$ cat config.mk
export PLATFORM = sky130hd
export DESIGN_NAME = rmpg_top
export DESIGN_NICKNAME = d
export VERILOG_FILES = /design/src/rmpg_pkg.sv /design/src/rmpg_top.sv
export VERILOG_INCLUDE_DIRS = /design/src /design/src/src
export SDC_FILE = /design/constraint.sdc
export NUM_CORES = 1
export LEC_CHECK = 0
export ABC_AREA = 1
export ABC_CLOCK_PERIOD_IN_PS = 5370
export BUFFER_PORTS_ARGS = -buffer_cell sky130_fd_sc_hd__buf_2
export CELL_PAD_IN_SITES_DETAIL_PLACEMENT = 0
export CELL_PAD_IN_SITES_GLOBAL_PLACEMENT = 2
export CORE_MARGIN = 5
export CORE_UTILIZATION = 33
export CTS_CLUSTER_SIZE = 10
export DETAILED_ROUTE_END_ITERATION = 6
export PLACE_DENSITY = 0.78
export SLEW_MARGIN = 10
export SYNTH_ARGS = -nofsm -noshare
export SYNTH_HDL_FRONTEND = slang
export SYNTH_SLANG_ARGS = --single-unit
$ cat constraint.sdc
create_clock -name i_sys_clk -period 5.37 [get_ports i_sys_clk]
set_input_delay 0.8055 -clock i_sys_clk [delete_from_list [all_inputs] [get_ports i_sys_clk]]
set_output_delay 0.8055 -clock i_sys_clk [all_outputs]
set_load 0.1 [all_outputs]
$ cat src/rmpg_defs.svh
// Register map, field positions, reset values and timing constants for the rail mode and power-good block
// Notes on behaviour
// RL1 - Bits 5, 4 and 3 of the converter register pick the mode of converters three, two and one: 0 is automatic, 1 is forced PWM, all resetting to 0.
// RL2 - Bit 2 of the converter register resets to 1, and while it is 0 converter three stays off whatever the control pins ask.
// RL3 - Bit 1 of the converter register resets to 1, and while it is 0 converter two stays off whatever the control pins ask.
// RL4 - Bit 0 of the converter register resets to 1, and while it is 0 converter one stays off whatever the control pins ask.
// RL5 - Each power-good delay starts when all rails grouped to the pin are in regulation, and power good asserts when it ends.
// RL6 - Bits 7-5 of the delay register set output two's delay, reset 1, codes 0 to 7 giving 0, 5, 10, 15, 20, 50, 75 and 100 ms.
// RL7 - Bits 4-2 of the delay register set output four's delay, reset 0, with the same eight-step code.
// RL8 - Bits 1-0 of the delay register set output one's delay, reset 1, codes 0 to 3 giving 0, 5, 10 and 15 ms.
// RL9 - Any delay may differ from nominal by up to ten percent either way, and tests accept that.
// RL10 - Each output may act as power good, level shifter or bus-driven output, with the delay only on the first two.
// RL11 - A bus enable override forces its converter on only while the disable bit is not 0.
// RL12 - A cycle counter times each delay, restarts whenever a grouped rail drops, and holds the pin low until done.
`ifndef RMPG_DEFS_SVH
`define RMPG_DEFS_SVH
`define RMPG_OFS_CONV 8'h9c
`define RMPG_OFS_PGD 8'h9d
`define RMPG_RST_CONV 8'h07
`define RMPG_RST_PGD 8'h21
`define RMPG_RD_UNMAPPED 8'h00
`define RMPG_CONV_MODE_LSB 3
`define RMPG_CONV_MODE_MSB 5
`define RMPG_CONV_DIS_LSB 0
`define RMPG_CONV_DIS_MSB 2
`define RMPG_PGD_TWO_LSB 5
`define RMPG_PGD_TWO_MSB 7
`define RMPG_PGD_FOUR_LSB 2
`define RMPG_PGD_FOUR_MSB 4
`define RMPG_PGD_ONE_LSB 0
`define RMPG_PGD_ONE_MSB 1
`define RMPG_CLK_PERIOD_NS 25
`define RMPG_MS_NS 1000000
`define RMPG_CYCLES_PER_MS (`RMPG_MS_NS / `RMPG_CLK_PERIOD_NS)
`define RMPG_DLY_C0_MS 7'h00
`define RMPG_DLY_C1_MS 7'h05
`define RMPG_DLY_C2_MS 7'h0a
`define RMPG_DLY_C3_MS 7'h0f
`define RMPG_DLY_C4_MS 7'h14
`define RMPG_DLY_C5_MS 7'h32
`define RMPG_DLY_C6_MS 7'h4b
`define RMPG_DLY_C7_MS 7'h64
`endif

$ cat src/rmpg_pkg.sv
// Types shared by the rail mode and power-good block
`default_nettype none
package rmpg_pkg;
	typedef enum logic [2:0] {
		RMPG_WAIT = 3'h1,
		RMPG_COUNT = 3'h2,
		RMPG_GOOD = 3'h4
	} rmpg_state_type;
	typedef enum logic [1:0] {
		RMPG_FN_PGOOD = 2'h0,
		RMPG_FN_SHIFT = 2'h1,
		RMPG_FN_GPO = 2'h2
	} rmpg_func_type;
	typedef struct packed {
		logic wr;
		logic rd;
		logic [7:0] addr;
		logic [7:0] wdata;
	} rmpg_reg_req_type;
endpackage : rmpg_pkg
`default_nettype wire

$ cat src/rmpg_top.sv
// Converter mode and disable register, power-good delay register and delayed output channels
`include "rmpg_defs.svh"
`default_nettype none
module rmpg_channel #(
	parameter int CYCLES_PER_MS = `RMPG_CYCLES_PER_MS
) (
	// Clock and reset
	input wire logic i_sys_clk,
	input wire logic i_reset_n,
	// Configuration
	input wire logic [6:0] i_delay_ms,
	input wire rmpg_pkg::rmpg_func_type i_func,
	// Sources
	input wire logic i_rails_good,
	input wire logic i_shift_level,
	input wire logic i_gpo_level,
	// Pin
	output logic o_pin
);
	rmpg_pkg::rmpg_state_type state;
	rmpg_pkg::rmpg_state_type next_state;
	logic [23:0] cnt;
	logic [23:0] next_cnt;
	logic next_pin;
	wire logic [23:0] target = 24'(int'(i_delay_ms) * CYCLES_PER_MS);
	wire logic is_gpo = (i_func == rmpg_pkg::RMPG_FN_GPO);
	wire logic src = (i_func == rmpg_pkg::RMPG_FN_SHIFT) ? i_shift_level : i_rails_good;
	wire logic zero_delay = (target == 24'h000000);
	wire logic at_target = (cnt >= target);

	always_comb begin
		next_state = state;
		next_cnt = cnt;
		case (state)
			rmpg_pkg::RMPG_WAIT: begin
				next_cnt = 24'h000000;
				if (src) begin
					next_state = zero_delay ? rmpg_pkg::RMPG_GOOD : rmpg_pkg::RMPG_COUNT; // RL5
					next_cnt = 24'h000001;
					if (zero_delay) begin
						next_cnt = 24'h000000;
					end
				end
			end
			rmpg_pkg::RMPG_COUNT: begin
				if (!src) begin
					next_state = rmpg_pkg::RMPG_WAIT; // RL12
					next_cnt = 24'h000000;
				end else if (at_target) begin
					next_state = rmpg_pkg::RMPG_GOOD; // RL5
				end else begin
					next_cnt = cnt + 24'h000001; // RL12
				end
			end
			rmpg_pkg::RMPG_GOOD: begin
				if (!src) begin
					next_state = rmpg_pkg::RMPG_WAIT; // RL12
					next_cnt = 24'h000000;
				end
			end
			default: begin
				next_state = rmpg_pkg::RMPG_WAIT;
				next_cnt = 24'h000000;
			end
		endcase
	end

	assign next_pin = is_gpo ? i_gpo_level : (next_state == rmpg_pkg::RMPG_GOOD); // RL10

	always_ff @(posedge i_sys_clk or negedge i_reset_n) begin
		if (!i_reset_n) begin
			state <= rmpg_pkg::RMPG_WAIT;
			cnt <= 24'h000000;
			o_pin <= 1'b0;
		end else begin
			state <= next_state;
			cnt <= next_cnt;
			o_pin <= next_pin;
		end
	end

	// Delay channel checks
	AST_PG_LOW_WHILE_COUNTING: assert property (@(posedge i_sys_clk) disable iff (!i_reset_n) // RL12
		(state == rmpg_pkg::RMPG_COUNT) && !is_gpo && $stable(i_func) |-> !o_pin)
		else $error("Power good high while delay still counting");
	AST_PG_DROPS_WITH_RAIL: assert property (@(posedge i_sys_clk) disable iff (!i_reset_n) // RL12
		!is_gpo && !src |=> !o_pin)
		else $error("Power good stayed high after grouped rail dropped");
	AST_PG_ZERO_DELAY: assert property (@(posedge i_sys_clk) disable iff (!i_reset_n) // RL5
		(state == rmpg_pkg::RMPG_WAIT) && src && !is_gpo && (target == 24'h000000) |=> o_pin)
		else $error("Zero delay did not assert power good at once");
	AST_PG_RISE_AT_TARGET: assert property (@(posedge i_sys_clk) disable iff (!i_reset_n) // RL9
		$rose(o_pin) && !is_gpo && $stable(i_func) |-> (cnt == target))
		else $error("Power good rose off the programmed delay");
	AST_GPO_FOLLOWS_LEVEL: assert property (@(posedge i_sys_clk) disable iff (!i_reset_n) // RL10
		is_gpo |=> (o_pin == $past(i_gpo_level)))
		else $error("Bus-driven output does not follow its level");
	COV_PG_DELAYED_RISE: cover property (@(posedge i_sys_clk) disable iff (!i_reset_n)
		(state == rmpg_pkg::RMPG_COUNT) ##1 (state == rmpg_pkg::RMPG_GOOD));
	COV_PG_RESTART: cover property (@(posedge i_sys_clk) disable iff (!i_reset_n)
		(state == rmpg_pkg::RMPG_COUNT) ##1 (state == rmpg_pkg::RMPG_WAIT));

	AST_PG_LOW_IN_WAIT: assert property (@(posedge i_sys_clk) disable iff (!i_reset_n) // RL5
		(state == rmpg_pkg::RMPG_WAIT) && !is_gpo && $stable(i_func) |-> !o_pin)
		else $error("Power good high before its rails were in regulation");
	AST_PG_HOLDS_WHILE_GOOD: assert property (@(posedge i_sys_clk) disable iff (!i_reset_n) // RL5
		(state == rmpg_pkg::RMPG_GOOD) && src && !is_gpo |=> o_pin)
		else $error("Power good fell while its rails stayed in regulation");
	AST_CNT_WITHIN_TARGET: assert property (@(posedge i_sys_clk) disable iff (!i_reset_n) // RL12
		(state == rmpg_pkg::RMPG_COUNT) && $stable(i_delay_ms) |-> (cnt <= target))
		else $error("Delay counter ran past its target");
	AST_CNT_STEPS: assert property (@(posedge i_sys_clk) disable iff (!i_reset_n) // RL12
		(state == rmpg_pkg::RMPG_COUNT) && src && !at_target |=> (cnt == $past(cnt) + 24'h000001))
		else $error("Delay counter did not advance by one");
	AST_CNT_RESTARTS: assert property (@(posedge i_sys_clk) disable iff (!i_reset_n) // RL12
		(state == rmpg_pkg::RMPG_COUNT) && !src |=> (state == rmpg_pkg::RMPG_WAIT) && (cnt == 24'h000000))
		else $error("Delay counter did not restart when a rail dropped");
	COV_SHIFT_RISE: cover property (@(posedge i_sys_clk) disable iff (!i_reset_n)
		(i_func == rmpg_pkg::RMPG_FN_SHIFT) && $rose(o_pin));
endmodule : rmpg_channel

module rmpg_top #(
	parameter int CYCLES_PER_MS = `RMPG_CYCLES_PER_MS
) (
	// Clock and reset
	input wire logic i_sys_clk,
	input wire logic i_reset_n,
	// Register port from the serial control engine
	input wire rmpg_pkg::rmpg_reg_req_type i_reg_req,
	output logic [7:0] o_reg_rdata,
	// Converter control: index 0 is converter one
	input wire logic [2:0] i_ctl_request,
	input wire logic [2:0] i_bus_enable_override,
	output logic [2:0] o_conv_enable,
	output logic [2:0] o_conv_mode_select,
	// Output pins: index 0 is output one, 1 output two, 2 output four
	input wire rmpg_pkg::rmpg_func_type i_out_func [3],
	input wire logic [2:0] i_rails_good,
	input wire logic [2:0] i_shift_level,
	input wire logic [2:0] i_gpo_level,
	output logic [2:0] o_general_output
);
	logic [7:0] conv_reg;
	logic [7:0] pgd_reg;
	logic [7:0] next_rdata;
	logic [2:0] next_enable;
	logic [6:0] dly_ms [3];

	function automatic logic [6:0] ms_of_code(input logic [2:0] code);
		case (code)
			3'h0: ms_of_code = `RMPG_DLY_C0_MS;
			3'h1: ms_of_code = `RMPG_DLY_C1_MS;
			3'h2: ms_of_code = `RMPG_DLY_C2_MS;
			3'h3: ms_of_code = `RMPG_DLY_C3_MS;
			3'h4: ms_of_code = `RMPG_DLY_C4_MS;
			3'h5: ms_of_code = `RMPG_DLY_C5_MS;
			3'h6: ms_of_code = `RMPG_DLY_C6_MS;
			default: ms_of_code = `RMPG_DLY_C7_MS;
		endcase
	endfunction : ms_of_code

	wire logic hit_conv = (i_reg_req.addr == `RMPG_OFS_CONV);
	wire logic hit_pgd = (i_reg_req.addr == `RMPG_OFS_PGD);
	wire logic wr_conv = i_reg_req.wr && hit_conv;
	wire logic wr_pgd = i_reg_req.wr && hit_pgd;
	// Named register fields
	wire logic conv_one_mode_select = conv_reg[`RMPG_CONV_MODE_LSB];
	wire logic conv_two_mode_select = conv_reg[`RMPG_CONV_MODE_LSB + 1];
	wire logic conv_three_mode_select = conv_reg[`RMPG_CONV_MODE_MSB];
	wire logic conv_one_soft_disable = conv_reg[`RMPG_CONV_DIS_LSB];
	wire logic conv_two_soft_disable = conv_reg[`RMPG_CONV_DIS_LSB + 1];
	wire logic conv_three_soft_disable = conv_reg[`RMPG_CONV_DIS_MSB];
	wire logic [2:0] soft_dis = {conv_three_soft_disable, conv_two_soft_disable, conv_one_soft_disable};
	wire logic [2:0] mode_sel = {conv_three_mode_select, conv_two_mode_select, conv_one_mode_select};
	wire logic [1:0] out_one_good_delay = pgd_reg[`RMPG_PGD_ONE_MSB:`RMPG_PGD_ONE_LSB];
	wire logic [2:0] out_two_good_delay = pgd_reg[`RMPG_PGD_TWO_MSB:`RMPG_PGD_TWO_LSB];
	wire logic [2:0] out_four_good_delay = pgd_reg[`RMPG_PGD_FOUR_MSB:`RMPG_PGD_FOUR_LSB];

	assign next_rdata = hit_conv ? conv_reg : (hit_pgd ? pgd_reg : `RMPG_RD_UNMAPPED);
	assign next_enable = soft_dis & (i_ctl_request | i_bus_enable_override); // RL2 RL3 RL4 RL11
	assign dly_ms[0] = ms_of_code({1'b0, out_one_good_delay}); // RL8
	assign dly_ms[1] = ms_of_code(out_two_good_delay); // RL6
	assign dly_ms[2] = ms_of_code(out_four_good_delay); // RL7

	always_ff @(posedge i_sys_clk or negedge i_reset_n) begin
		if (!i_reset_n) begin
			conv_reg <= `RMPG_RST_CONV; // RL1 RL2 RL3 RL4
			pgd_reg <= `RMPG_RST_PGD; // RL6 RL7 RL8
		end else begin
			if (wr_conv) begin
				conv_reg <= i_reg_req.wdata;
			end
			if (wr_pgd) begin
				pgd_reg <= i_reg_req.wdata;
			end
		end
	end

	always_ff @(posedge i_sys_clk or negedge i_reset_n) begin
		if (!i_reset_n) begin
			o_reg_rdata <= 8'h00;
			o_conv_enable <= 3'h0;
			o_conv_mode_select <= 3'h0;
		end else begin
			if (i_reg_req.rd) begin
				o_reg_rdata <= next_rdata;
			end
			o_conv_enable <= next_enable;
			o_conv_mode_select <= mode_sel; // RL1
		end
	end

	genvar g;
	generate
		for (g = 0; g < 3; g++) begin : gen_out
			rmpg_channel #(
				.CYCLES_PER_MS(CYCLES_PER_MS)
			) u_channel (
				.i_sys_clk(i_sys_clk),
				.i_reset_n(i_reset_n),
				.i_delay_ms(dly_ms[g]),
				.i_func(i_out_func[g]),
				.i_rails_good(i_rails_good[g]),
				.i_shift_level(i_shift_level[g]),
				.i_gpo_level(i_gpo_level[g]),
				.o_pin(o_general_output[g])
			);
		end
	endgenerate

	// Register port checks
	AST_MODE_FOLLOWS_WRITE: assert property (@(posedge i_sys_clk) disable iff (!i_reset_n) // RL1
		wr_conv ##1 1'b1 |=> (o_conv_mode_select == $past(i_reg_req.wdata[5:3], 2)))
		else $error("Mode outputs do not follow the written bits");
	AST_CONV_THREE_OFF: assert property (@(posedge i_sys_clk) disable iff (!i_reset_n) // RL2
		!conv_reg[2] |=> !o_conv_enable[2])
		else $error("Converter three on while disabled");
	AST_CONV_TWO_OFF: assert property (@(posedge i_sys_clk) disable iff (!i_reset_n) // RL3
		!conv_reg[1] |=> !o_conv_enable[1])
		else $error("Converter two on while disabled");
	AST_CONV_ONE_OFF: assert property (@(posedge i_sys_clk) disable iff (!i_reset_n) // RL4
		!conv_reg[0] |=> !o_conv_enable[0])
		else $error("Converter one on while disabled");
	AST_OVERRIDE_FORCES_ON: assert property (@(posedge i_sys_clk) disable iff (!i_reset_n) // RL11
		(conv_reg[0] && i_bus_enable_override[0]) |=> o_conv_enable[0])
		else $error("Override did not force converter one on");
	AST_DELAY_READBACK: assert property (@(posedge i_sys_clk) disable iff (!i_reset_n) // RL6
		wr_pgd ##1 !i_reg_req.wr ##1 (i_reg_req.rd && hit_pgd && !i_reg_req.wr)
		|=> (o_reg_rdata == $past(i_reg_req.wdata, 3)))
		else $error("Delay register readback differs from write");
	AST_UNMAPPED_ZERO: assert property (@(posedge i_sys_clk) disable iff (!i_reset_n)
		i_reg_req.rd && !hit_conv && !hit_pgd |=> (o_reg_rdata == 8'h00))
		else $error("Unmapped read did not return zero");
	AST_RDATA_HOLDS: assert property (@(posedge i_sys_clk) disable iff (!i_reset_n)
		!i_reg_req.rd |=> $stable(o_reg_rdata))
		else $error("Read data changed without a read");
	AST_FOREIGN_WRITE_IGNORED: assert property (@(posedge i_sys_clk) disable iff (!i_reset_n)
		i_reg_req.wr && !hit_conv && !hit_pgd |=> $stable(conv_reg) && $stable(pgd_reg))
		else $error("Write to another address changed a register");
	AST_MODE_TRACKS_REG: assert property (@(posedge i_sys_clk) disable iff (!i_reset_n) // RL1
		1'b1 |=> (o_conv_mode_select == $past(mode_sel)))
		else $error("Mode outputs lag the register");

	// Converter enable checks
	AST_CONV_ONE_ON: assert property (@(posedge i_sys_clk) disable iff (!i_reset_n) // RL4
		conv_one_soft_disable && i_ctl_request[0] |=> o_conv_enable[0])
		else $error("Converter one off although requested and allowed");
	AST_CONV_TWO_ON: assert property (@(posedge i_sys_clk) disable iff (!i_reset_n) // RL3
		conv_two_soft_disable && i_ctl_request[1] |=> o_conv_enable[1])
		else $error("Converter two off although requested and allowed");
	AST_CONV_THREE_ON: assert property (@(posedge i_sys_clk) disable iff (!i_reset_n) // RL2
		conv_three_soft_disable && i_ctl_request[2] |=> o_conv_enable[2])
		else $error("Converter three off although requested and allowed");
	AST_CONV_ONE_IDLE: assert property (@(posedge i_sys_clk) disable iff (!i_reset_n) // RL4
		!i_ctl_request[0] && !i_bus_enable_override[0] |=> !o_conv_enable[0])
		else $error("Converter one on without a request");
	AST_CONV_TWO_IDLE: assert property (@(posedge i_sys_clk) disable iff (!i_reset_n) // RL3
		!i_ctl_request[1] && !i_bus_enable_override[1] |=> !o_conv_enable[1])
		else $error("Converter two on without a request");
	AST_CONV_THREE_IDLE: assert property (@(posedge i_sys_clk) disable iff (!i_reset_n) // RL2
		!i_ctl_request[2] && !i_bus_enable_override[2] |=> !o_conv_enable[2])
		else $error("Converter three on without a request");
	AST_OVERRIDE_TWO_ON: assert property (@(posedge i_sys_clk) disable iff (!i_reset_n) // RL11
		conv_two_soft_disable && i_bus_enable_override[1] |=> o_conv_enable[1])
		else $error("Override did not force converter two on");
	AST_OVERRIDE_THREE_ON: assert property (@(posedge i_sys_clk) disable iff (!i_reset_n) // RL11
		conv_three_soft_disable && i_bus_enable_override[2] |=> o_conv_enable[2])
		else $error("Override did not force converter three on");

	// Delay code checks
	AST_OUT_ONE_CODE: assert property (@(posedge i_sys_clk) disable iff (!i_reset_n) // RL8
		(out_one_good_delay == 2'h3) |-> (dly_ms[0] == `RMPG_DLY_C3_MS))
		else $error("Output one delay code three not decoded to its top step");
	AST_OUT_TWO_CODE: assert property (@(posedge i_sys_clk) disable iff (!i_reset_n) // RL6
		(out_two_good_delay == 3'h7) |-> (dly_ms[1] == `RMPG_DLY_C7_MS))
		else $error("Output two delay code seven not decoded to its top step");
	AST_OUT_FOUR_CODE: assert property (@(posedge i_sys_clk) disable iff (!i_reset_n) // RL7
		(out_four_good_delay == 3'h5) |-> (dly_ms[2] == `RMPG_DLY_C5_MS))
		else $error("Output four delay code five not decoded to its step");
	COV_OVERRIDE_BLOCKED: cover property (@(posedge i_sys_clk) disable iff (!i_reset_n)
		!conv_reg[1] && i_bus_enable_override[1]);
	COV_ALL_GOOD: cover property (@(posedge i_sys_clk) disable iff (!i_reset_n)
		o_general_output == 3'h7);
endmodule : rmpg_top
`default_nettype wire

==> results of run 1 <==
-- kinds of logic after synthesis --
group	share of synthesized area (%)
simple gates	30.55
fa+ha+maj	17.21
mux	0.2350
xor+xnor	3.838
compound gates	9.086
flops	29.87
buf+inv	9.217
-- final cells by class --
type / instances / area [um2] / share of cell area (%)
clock buffer: 22 / 484.2 / 4.294
clock inverter: 10 / 155.1 / 1.376
inverter: 195 / 734.5 / 6.513
multi-input combinational: 966 / 5924 / 52.54
sequential: 114 / 2864 / 25.40
tap: 384 / 480.5 / 4.261
timing repair buffer: 100 / 634.4 / 5.625
-- final timing paths --
path / depth (start not counted) / from / slack (ps) / end
min in group i_sys_clk: 0 / conv_reg[5]$_DFFE_PN0P_ / 410 / o_conv_mode_select[2]$_DFF_PN0_
worst max register to register: 29 / pgd_reg[2]$_DFFE_PN0P_ / 290 / gen_out[2].u_channel.cnt[1]$_DFFE_PN0P_
max in group asynchronous: 2 / i_reset_n / 3940 / gen_out[2].u_channel.cnt[2]$_DFFE_PN0P_
worst min register to register: 0 / conv_reg[5]$_DFFE_PN0P_ / 410 / o_conv_mode_select[2]$_DFF_PN0_
worst min-delay path: 1 / i_reset_n / 380 / gen_out[0].u_channel.cnt[23]$_DFFE_PN0P_
worst max-delay path: 29 / pgd_reg[2]$_DFFE_PN0P_ / 290 / gen_out[2].u_channel.cnt[1]$_DFFE_PN0P_
-- through the flow --
step                      total power, mW  hold WS, ps  TNS, ps  util, %  worst slack, ps
after floorplan                     2.027        353.7        0        -            152.5
after global placement              2.439        391.0        0    36.70            237.9
after detailed placement            2.431        391.1        0    36.70            80.01
after CTS                           3.731        404.7        0    38.93            58.49
after global routing                3.993        412.5   -9.096    39.29           -6.920
final                               3.696        379.2        0    39.29            290.2
-- critical path, delay by kind of cell, from the launching register on --
family / cells / cell delay [ps]
fa+ha+maj: 7 / 2160
compound gates: 4 / 590
simple gates: 14 / 1320
flops: 1 / 400
buf+inv: 4 / 480
-- power by group --
group | switching [mW] | leakage [nW] | internal, mW | total (mW)
logic | 0.919 | 3.80 | 0.521 | 1.44
registers | 0.0534 | 1.48 | 0.935 | 0.988
clock network | 0.444 | 0.312 | 0.823 | 1.27
-- what timing repair did --
action,in CTS,in global routing
setup endpoints to repair,0,50
hold buffers,0,0
resized for setup,0,22
hold endpoints to repair,0,0
setup buffers,0,3
-- layer usage --
metal | GRT usage [%] | vias up
met5 | 0 | -
met4 | 3.721 | 0
met3 | 2.725 | 19
met2 | 28.17 | 108
met1 | 23.50 | 3977
li1 | - | 4475
-- synthesized netlist by cell type, types with 12 or more instances --
cell / count
a21oi_1: 41
dfrtp_1: 106
ha_1: 119
inv_1: 187
nand2_1: 284
nand2_2: 12
nand3_1: 82
nand4_1: 36
nor2_1: 129
nor3_1: 53
nor4_1: 13
o21a_1: 12
o21ai_0: 58
o21ai_1: 12
xor2_1: 36
==> results_dict.tcl, run 1 <==
set metrics [dict create \
    yosys_warnings 0 \
    p_leak_nw 5.591 \
    syn_nets 1467 \
    reg_top3 "gen_out.u_channel.cnt (72), gen_out.u_channel.state (9)" \
    cts_tree "done" \
    routed_via_density 4.790 \
    grt_max_degree 74 \
    power.density_mw_per_mm2 327.8 \
    async_flop_share_pct 100.0 \
    ys_ff_latch 114 \
    final_common_cell "nand2_1" \
    crit_required_ps 5670 \
    synth_area_leaders "dfrtp_1 (28%), ha_1 (16%), nand2_1 (11%)" \
    hold_class "in2async" \
    overflow 0 \
    cts_sinks 114 \
    vias 8579 \
    yosysUniqueCellTypes 50 \
    fp.dieH_um 180.4 \
    vdd_drop_max_uv 174.4 \
    layout.nets 1562 \
    clock_path_buffers 2 \
    finalSetupViolations 0 \
    post-route-period-util_pct 94.60 \
    critPathArrivalTime_ps 5380 \
    max_stage_delay_ps 520 \
    startpoint_type "flop" \
    period_minus_slack_ps 5080 \
    mostFrequentLayoutCells "nand2_1 (282), inv_1 (186), nor2_1 (126), ha_1 (119), dfrtp_1 (105)" \
    h-tree-depth 4 \
    syn_inst 1299 \
    grt.total_usage_pct 17.00 \
    relSlewSlack_pct 41.29 \
    top_layer_used "met4" \
    hold_viol_final 0 \
    firstDrtPassIters 5 \
    ioPinCount 58 \
    cts.clk_slew.worst_paths_ps 70 \
    clk_latency_ps 430 \
    path_class "reg2reg" \
    yosysTopAreaCell "dfrtp_1" \
    worst_pin_slew_ps 878.6 \
    crit_path_max_fanout 11 \
    synth_top_cell_area_share_pct 27.68 \
    start_util_pct 33.39 \
    numPlacedInstances 1756 \
    gp_congestion 0.8201 \
    ys_seq_area_share_pct 29.87 \
    largest_reg_flops 72 \
    max-cap-violations 0 \
    wl_per_cell_um 15.19 \
    grt_pass1_vias 8446 \
    port_buffers 57 \
    finalWirelength_um 27210 \
    synthesis.area_mm2 0.009584 \
    maxSlewViolCount 0 \
    dp_hpwl_um 21170 \
    postRouteAntennaNets 0 \
    yosys_most_used_dff "dfrtp_1" \
    endpoint_kind "flop" \
    met3_length_um 691 \
    fin_skew_ps 14.95 \
    cp_slowest_cell "fa_1" \
    drive_above_1_share_pct 15.07 \
    status "finished, final reports clean" \
    fillers 3064 \
    stdcell_count 1791 \
    root_buffer "clkbuf_16" \
    cts_buffers 17 \
    dpl_cell_area_mm2 0.01053 \
    path_common_cell "nand2_1" \
    rows 62 \
    die_w_um 180.4 \
    grt_pass1_wl_um 45130 \
    grt_antenna_before_repair 1 \
    antenna_cells 0 \
    syn_to_final_growth_pct 17.66 \
    fmax_mhz 196.9 \
    dr_wl_met2_um 12850 \
    top_register "gen_out.u_channel.cnt" \
    postLayoutCellArea_mm2 0.01128 \
    dieArea_mm2 0.03255 \
    coreArea_mm2 0.02870 \
    wl_met1_um 13380 \
    synth-edff-count 0 \
    dr.first_iter.drc_count 558 \
    drc 0 \
    syn_area_per_cell_um2 7.378 \
]
No activity file was read; power rests on OpenSTA's default activity.
==> run 2: changes to the inputs <==
ABC_CLOCK_PERIOD_IN_PS = 4900   (was 5370)
CORE_UTILIZATION = 37   (was 33)
PLACE_DENSITY = 0.82   (was 0.78)
clock period = 4.9 ns   (was 5.37 ns; I/O delays follow)
==> run 2 against run 1 <==
Against the previous run:
- the flow now finishes with violations (negative setup slack)
- combinational power up 48%
- via count up 4.2%
- core utilization up 8.7 points
- sequential share of layout area down 2.2 points
- hold slack worse by 170 ps
- critical path depth up 5
- fmax up 1.5%
- power up 20%
- critical path type unchanged
- highest routed layer unchanged
==> results_dict.tcl, run 2 (synthesis results as in run 1) <==
set metrics [dict create \
    status "finished with violations" \
    violations "negative setup slack" \
    clk_latency_ps 420 \
    maxSlewViolCount 0 \
    cpLargestDelayFamily "simple AND/OR/NAND/NOR gates" \
    worst_pin_slew_ps 768.1 \
    postLayoutCellArea_mm2 0.01236 \
    grt_pass1_vias 8660 \
    grt_pass1_wl_um 44760 \
    holdBufCountCts 0 \
    fin_skew_ps 14.69 \
    cts_sinks 114 \
    post-place-ws_ps -385.7 \
    crit_required_ps 5210 \
    crit_path_max_fanout 5 \
    utilization_pct 47.98 \
    start_util_pct 37.20 \
    root_buffer "clkbuf_16" \
    drive_above_1_share_pct 26.37 \
    r2r_cells 34 \
    postRouteAntennaNets 0 \
    fp.dieH_um 170.9 \
    r2r_end "gen_out[2].u_channel.cnt[18]$_DFFE_PN0P_" \
    cp_slowest_cell "fa_1" \
    rows 59 \
    ioPinCount 58 \
    dr.first_iter.drc_count 490 \
    overflow 0 \
    endpoint_kind "flop" \
    dieArea_mm2 0.02922 \
    startpoint_type "flop" \
    power.density_mw_per_mm2 357.9 \
    firstDrtPassIters 4 \
    clock_path_buffers 2 \
    stdcell_count 1799 \
    cts_tree "done" \
    top_register "gen_out.u_channel.cnt" \
    coreArea_mm2 0.02576 \
    relSlewSlack_pct 48.74 \
    largest_reg_flops 72 \
    finalWirelength_um 28540 \
    drc 0 \
    final_common_cell "nand2_1" \
    r2r-start "pgd_reg[4]$_DFFE_PN0P_" \
    path_class "reg2reg" \
    reg_top3 "gen_out.u_channel.cnt (72), gen_out.u_channel.state (9)" \
    post-route-period-util_pct 102.1 \
    grt_setup_unrepaired "yes" \
    layout.nets 1619 \
    finalSetupViolations 28 \
    hold_class "in2async" \
    gp_congestion 0.8443 \
    grt_max_degree 50 \
    grt_antenna_before_repair 0 \
    mostFrequentLayoutCells "nand2_1 (236), inv_1 (173), nor2_1 (115), dfrtp_1 (105), ha_1 (95)" \
    rrSetupSlack_ps -100 \
    wl_per_cell_um 15.86 \
    p_leak_nw 5.965 \
    max-cap-violations 0 \
    dpl_cell_area_mm2 0.01077 \
    path_common_cell "nand2_1" \
    vdd_drop_max_uv 247.4 \
    syn_to_final_growth_pct 28.97 \
    dp_hpwl_um 21170 \
    vias 8938 \
    critPathArrivalTime_ps 5320 \
    period_minus_slack_ps 5005 \
    max_stage_delay_ps 510 \
    routed_via_density 4.968 \
    fmax_mhz 199.8 \
    numPlacedInstances 1743 \
    port_buffers 57 \
    antenna_cells 0 \
    h-tree-depth 4 \
    hold_viol_final 0 \
    cp_num_buf_inv 7 \
    worst_slack_ps -104.8 \
    die_w_um 170.9 \
    cts_buffers 17 \
    cts.clk_slew.worst_paths_ps 70 \
    grt.total_usage_pct 19.31 \
]
[run 2: where the power goes]
group	leakage (nW)	total, mW	internal [mW]	switching [mW]
Combinational	4.22	2.13	0.919	1.21
Sequential	1.48	1.08	1.02	0.0603
Clock	0.266	1.21	0.721	0.485
Total	5.96	4.42	2.66	1.76
[run 2: timing repair]
item / CTS / global route
setup buffers: 11 / 9
pin swaps: 30 / 61
resized for setup: 52 / 148
cloned: 1 / 5
endpoints found under the setup margin: 52 / 53
[run 2: layout make-up]
class | count | area, um2
Timing Repair inverter | 1 | 6.256
Clock buffer | 22 | 464.2
Timing Repair Buffer | 156 | 1192
Sequential cell | 114 | 2864
Multi-Input combinational cell | 966 | 6571
Tap cell | 335 | 419.2
Clock inverter | 10 | 86.33
Inverter | 195 | 757.0
Fill cell | 2576 | 13400
[run 2: routing by layer]
layer  GRT usage [%]  vias to the layer above  share of wire, %
met5               0                        -                 0
met4           4.030                        0               1.2
met3           2.703                       21               2.6
met2           33.05                      116                49
met1           26.17                     4212                47
li1                -                     4589                 -
[run 2: worst max path at each step]
stage,slack [ps],cells past startpoint,from,endpoint
floorplan,5,30,pgd_reg[7]$_DFFE_PN0P_,gen_out[1].u_channel.cnt[22]$_DFFE_PN0P_
global placement,-390,33,pgd_reg[4]$_DFFE_PN0P_,gen_out[2].u_channel.cnt[11]$_DFFE_PN0P_
detailed placement,-390,33,pgd_reg[4]$_DFFE_PN0P_,gen_out[2].u_channel.cnt[11]$_DFFE_PN0P_
CTS,-80,33,pgd_reg[4]$_DFFE_PN0P_,gen_out[2].u_channel.cnt[11]$_DFFE_PN0P_
global route,-370,34,pgd_reg[4]$_DFFE_PN0P_,gen_out[2].u_channel.cnt[10]$_DFFE_PN0P_
finish,-100,34,pgd_reg[4]$_DFFE_PN0P_,gen_out[2].u_channel.cnt[18]$_DFFE_PN0P_
[run 2: through the flow]
stage / power [mW] / hold slack [ps] / TNS, ps
3_5_place_dp: 2.780 / 362.0 / -13310
4_1_cts: 4.186 / 212.0 / -1370
2_1_floorplan: 2.248 / 353.7 / 0
5_1_grt: 4.743 / 228.3 / -12470
6_report: 4.424 / 213.4 / -2136
3_3_place_gp: 2.774 / 361.7 / -11190
==> run 3: changes to the inputs <==
CORE_ASPECT_RATIO = 0.7   (was unset)
==> run 3 against run 2 <==
Against the previous run:
- the run still ends with negative setup slack left
- power is 1.0% higher
- routed wire length rose by 0.84%
- setup slack got worse by 110 ps
- non-clock buffer count increased by 26
- count of clock-buffer cells in the layout shrank 3
- largest cell class unchanged
==> results_dict.tcl, run 3 (synthesis results as in run 1) <==
set metrics [dict create \
    drc 0 \
    grt_antenna_before_repair 0 \
    power.density_mw_per_mm2 358.5 \
    dpl_cell_area_mm2 0.01076 \
    finalWirelength_um 28780 \
    top_register "gen_out.u_channel.cnt" \
    post-route-period-util_pct 104.4 \
    wl_per_cell_um 15.80 \
    clk_latency_ps 430 \
    die_w_um 202.4 \
    routed_via_density 5.040 \
    largest_reg_flops 72 \
    cp_num_buf_inv 11 \
    finalSetupViolations 33 \
    cts_sinks 114 \
    antenna_cells 0 \
    period_minus_slack_ps 5116 \
    h-tree-depth 4 \
    postRouteAntennaNets 0 \
    maxSlewViolCount 0 \
    cpLargestDelayFamily "adder cells" \
    grt_setup_unrepaired "yes" \
    fp.dieH_um 144.7 \
    vias 9177 \
    violations "negative setup slack" \
    grt_pass1_vias 8372 \
    worst_slack_ps -215.7 \
    endpoint_kind "flop" \
    port_buffers 57 \
    fillers 2516 \
    postLayoutCellArea_mm2 0.01246 \
    critPathArrivalTime_ps 5430 \
    mostFrequentLayoutCells "nand2_1 (239), inv_1 (176), nor2_1 (115), buf_4 (107), dfrtp_1 (104)" \
    path_class "reg2reg" \
    grt_pass1_wl_um 45820 \
    fin_skew_ps 16.07 \
    layout.nets 1645 \
    crit_path_max_fanout 6 \
    cts.clk_slew.worst_paths_ps 70 \
    multi_input_area_mm2 0.006494 \
    vdd_drop_max_uv 262.2 \
    finalPower_mw 4.469 \
    worst_pin_slew_ps 788.3 \
    holdBufCountCts 0 \
    overflow 0 \
    numPlacedInstances 1740 \
    cts_buffers 17 \
    startpoint_type "flop" \
    hold_class "in2async" \
    stdcell_count 1821 \
    rows 49 \
    root_buffer "clkbuf_16" \
    max-cap-violations 0 \
    p_leak_nw 6.122 \
    final_common_cell "nand2_1" \
    cp_slowest_cell "fa_1" \
    max_stage_delay_ps 490 \
    cts_tree "done" \
    firstDrtPassIters 5 \
    ioPinCount 58 \
    dr.first_iter.drc_count 598 \
    drive_above_1_share_pct 26.85 \
    start_util_pct 37.40 \
    gp_congestion 0.8286 \
    final-seq-area_mm2 0.002865 \
    crit_required_ps 5220 \
    reg_top3 "gen_out.u_channel.cnt (72), gen_out.u_channel.state (9)" \
    relSlewSlack_pct 47.45 \
    dp_hpwl_um 21550 \
    clock_path_buffers 2 \
    dieArea_mm2 0.02927 \
    hold_viol_final 0 \
    fmax_mhz 195.5 \
    grt_max_degree 60 \
    coreArea_mm2 0.02563 \
    path_common_cell "inv_2" \
    syn_to_final_growth_pct 30.04 \
    grt.total_usage_pct 19.56 \
    status "finished with violations" \
]
## run 3: cell types whose count changed in the layout (fill, tap and decap cells not counted), moves of 4 or more
cell      delta
buf_4       +26
clkinv_2     -4
ha_1         +6
ha_4         -5
inv_6        +5
nand2_2      -6
nand2_4      +4
## run 3: cell type report
class / count / area share (%)
multi-input combinational: 966 / 52.10
inverter: 195 / 6.013
tap: 331 / 3.323
clock inverter: 13 / 1.014
clock buffer: 19 / 3.634
timing repair buffer: 182 / 10.85
sequential: 114 / 22.99
timing repair inverter: 1 / 0.07027
## run 3: power breakdown
| part | leakage [nW] | switching (mW) | internal [mW] |
|---|---|---|---|
| combinational | 4.37 | 1.22 | 0.932 |
| clock | 0.273 | 0.504 | 0.731 |
| sequential | 1.48 | 0.0606 | 1.02 |
| total | 6.12 | 1.78 | 2.69 |
## run 3: repair_timing
action / in CTS / in global routing
gates cloned: 2 / 2
buffers inserted: 41 / 9
pin swaps: 29 / 55
endpoints found under the setup margin: 51 / 54
resized for setup: 57 / 130
## run 3: path summary, 6_finish.rpt
check	slack (ps)	startpoint	cells past startpoint	end
setup / recovery	-220	pgd_reg[4]$_DFFE_PN0P_	37	gen_out[2].u_channel.cnt[6]$_DFFE_PN0P_
hold / removal	370	i_reset_n	1	gen_out[0].u_channel.o_pin$_DFF_PN0_
setup reg to reg	-220	pgd_reg[4]$_DFFE_PN0P_	37	gen_out[2].u_channel.cnt[6]$_DFFE_PN0P_
hold reg to reg	370	conv_reg[3]$_DFFE_PN0P_	0	o_conv_mode_select[0]$_DFF_PN0_
max in group asynchronous	3460	i_reset_n	2	gen_out[1].u_channel.state[0]$_DFF_PN1_
min in group i_sys_clk	370	conv_reg[3]$_DFFE_PN0P_	0	o_conv_mode_select[0]$_DFF_PN0_
## run 3: layer usage
metal  part of all wire (%)  GRT usage [%]
met5                      0              0
met4                    1.4          4.605
met3                    4.1          3.408
met2                     43          29.23
met1                     51          29.55
## run 3: per-stage QoR
step           TNS, ps  setup WS [ps]  utilization (%)  hold slack [ps]
3_5_place_dp    -15460         -598.9            42.00            365.6
2_1_floorplan        0          5.374                -            353.7
4_1_cts          -5663         -264.6            46.51            374.6
3_3_place_gp    -14230         -606.7            42.00            363.0
5_1_grt         -19070         -527.6            48.63            386.5
6_report         -4422         -215.7            48.63            370.4
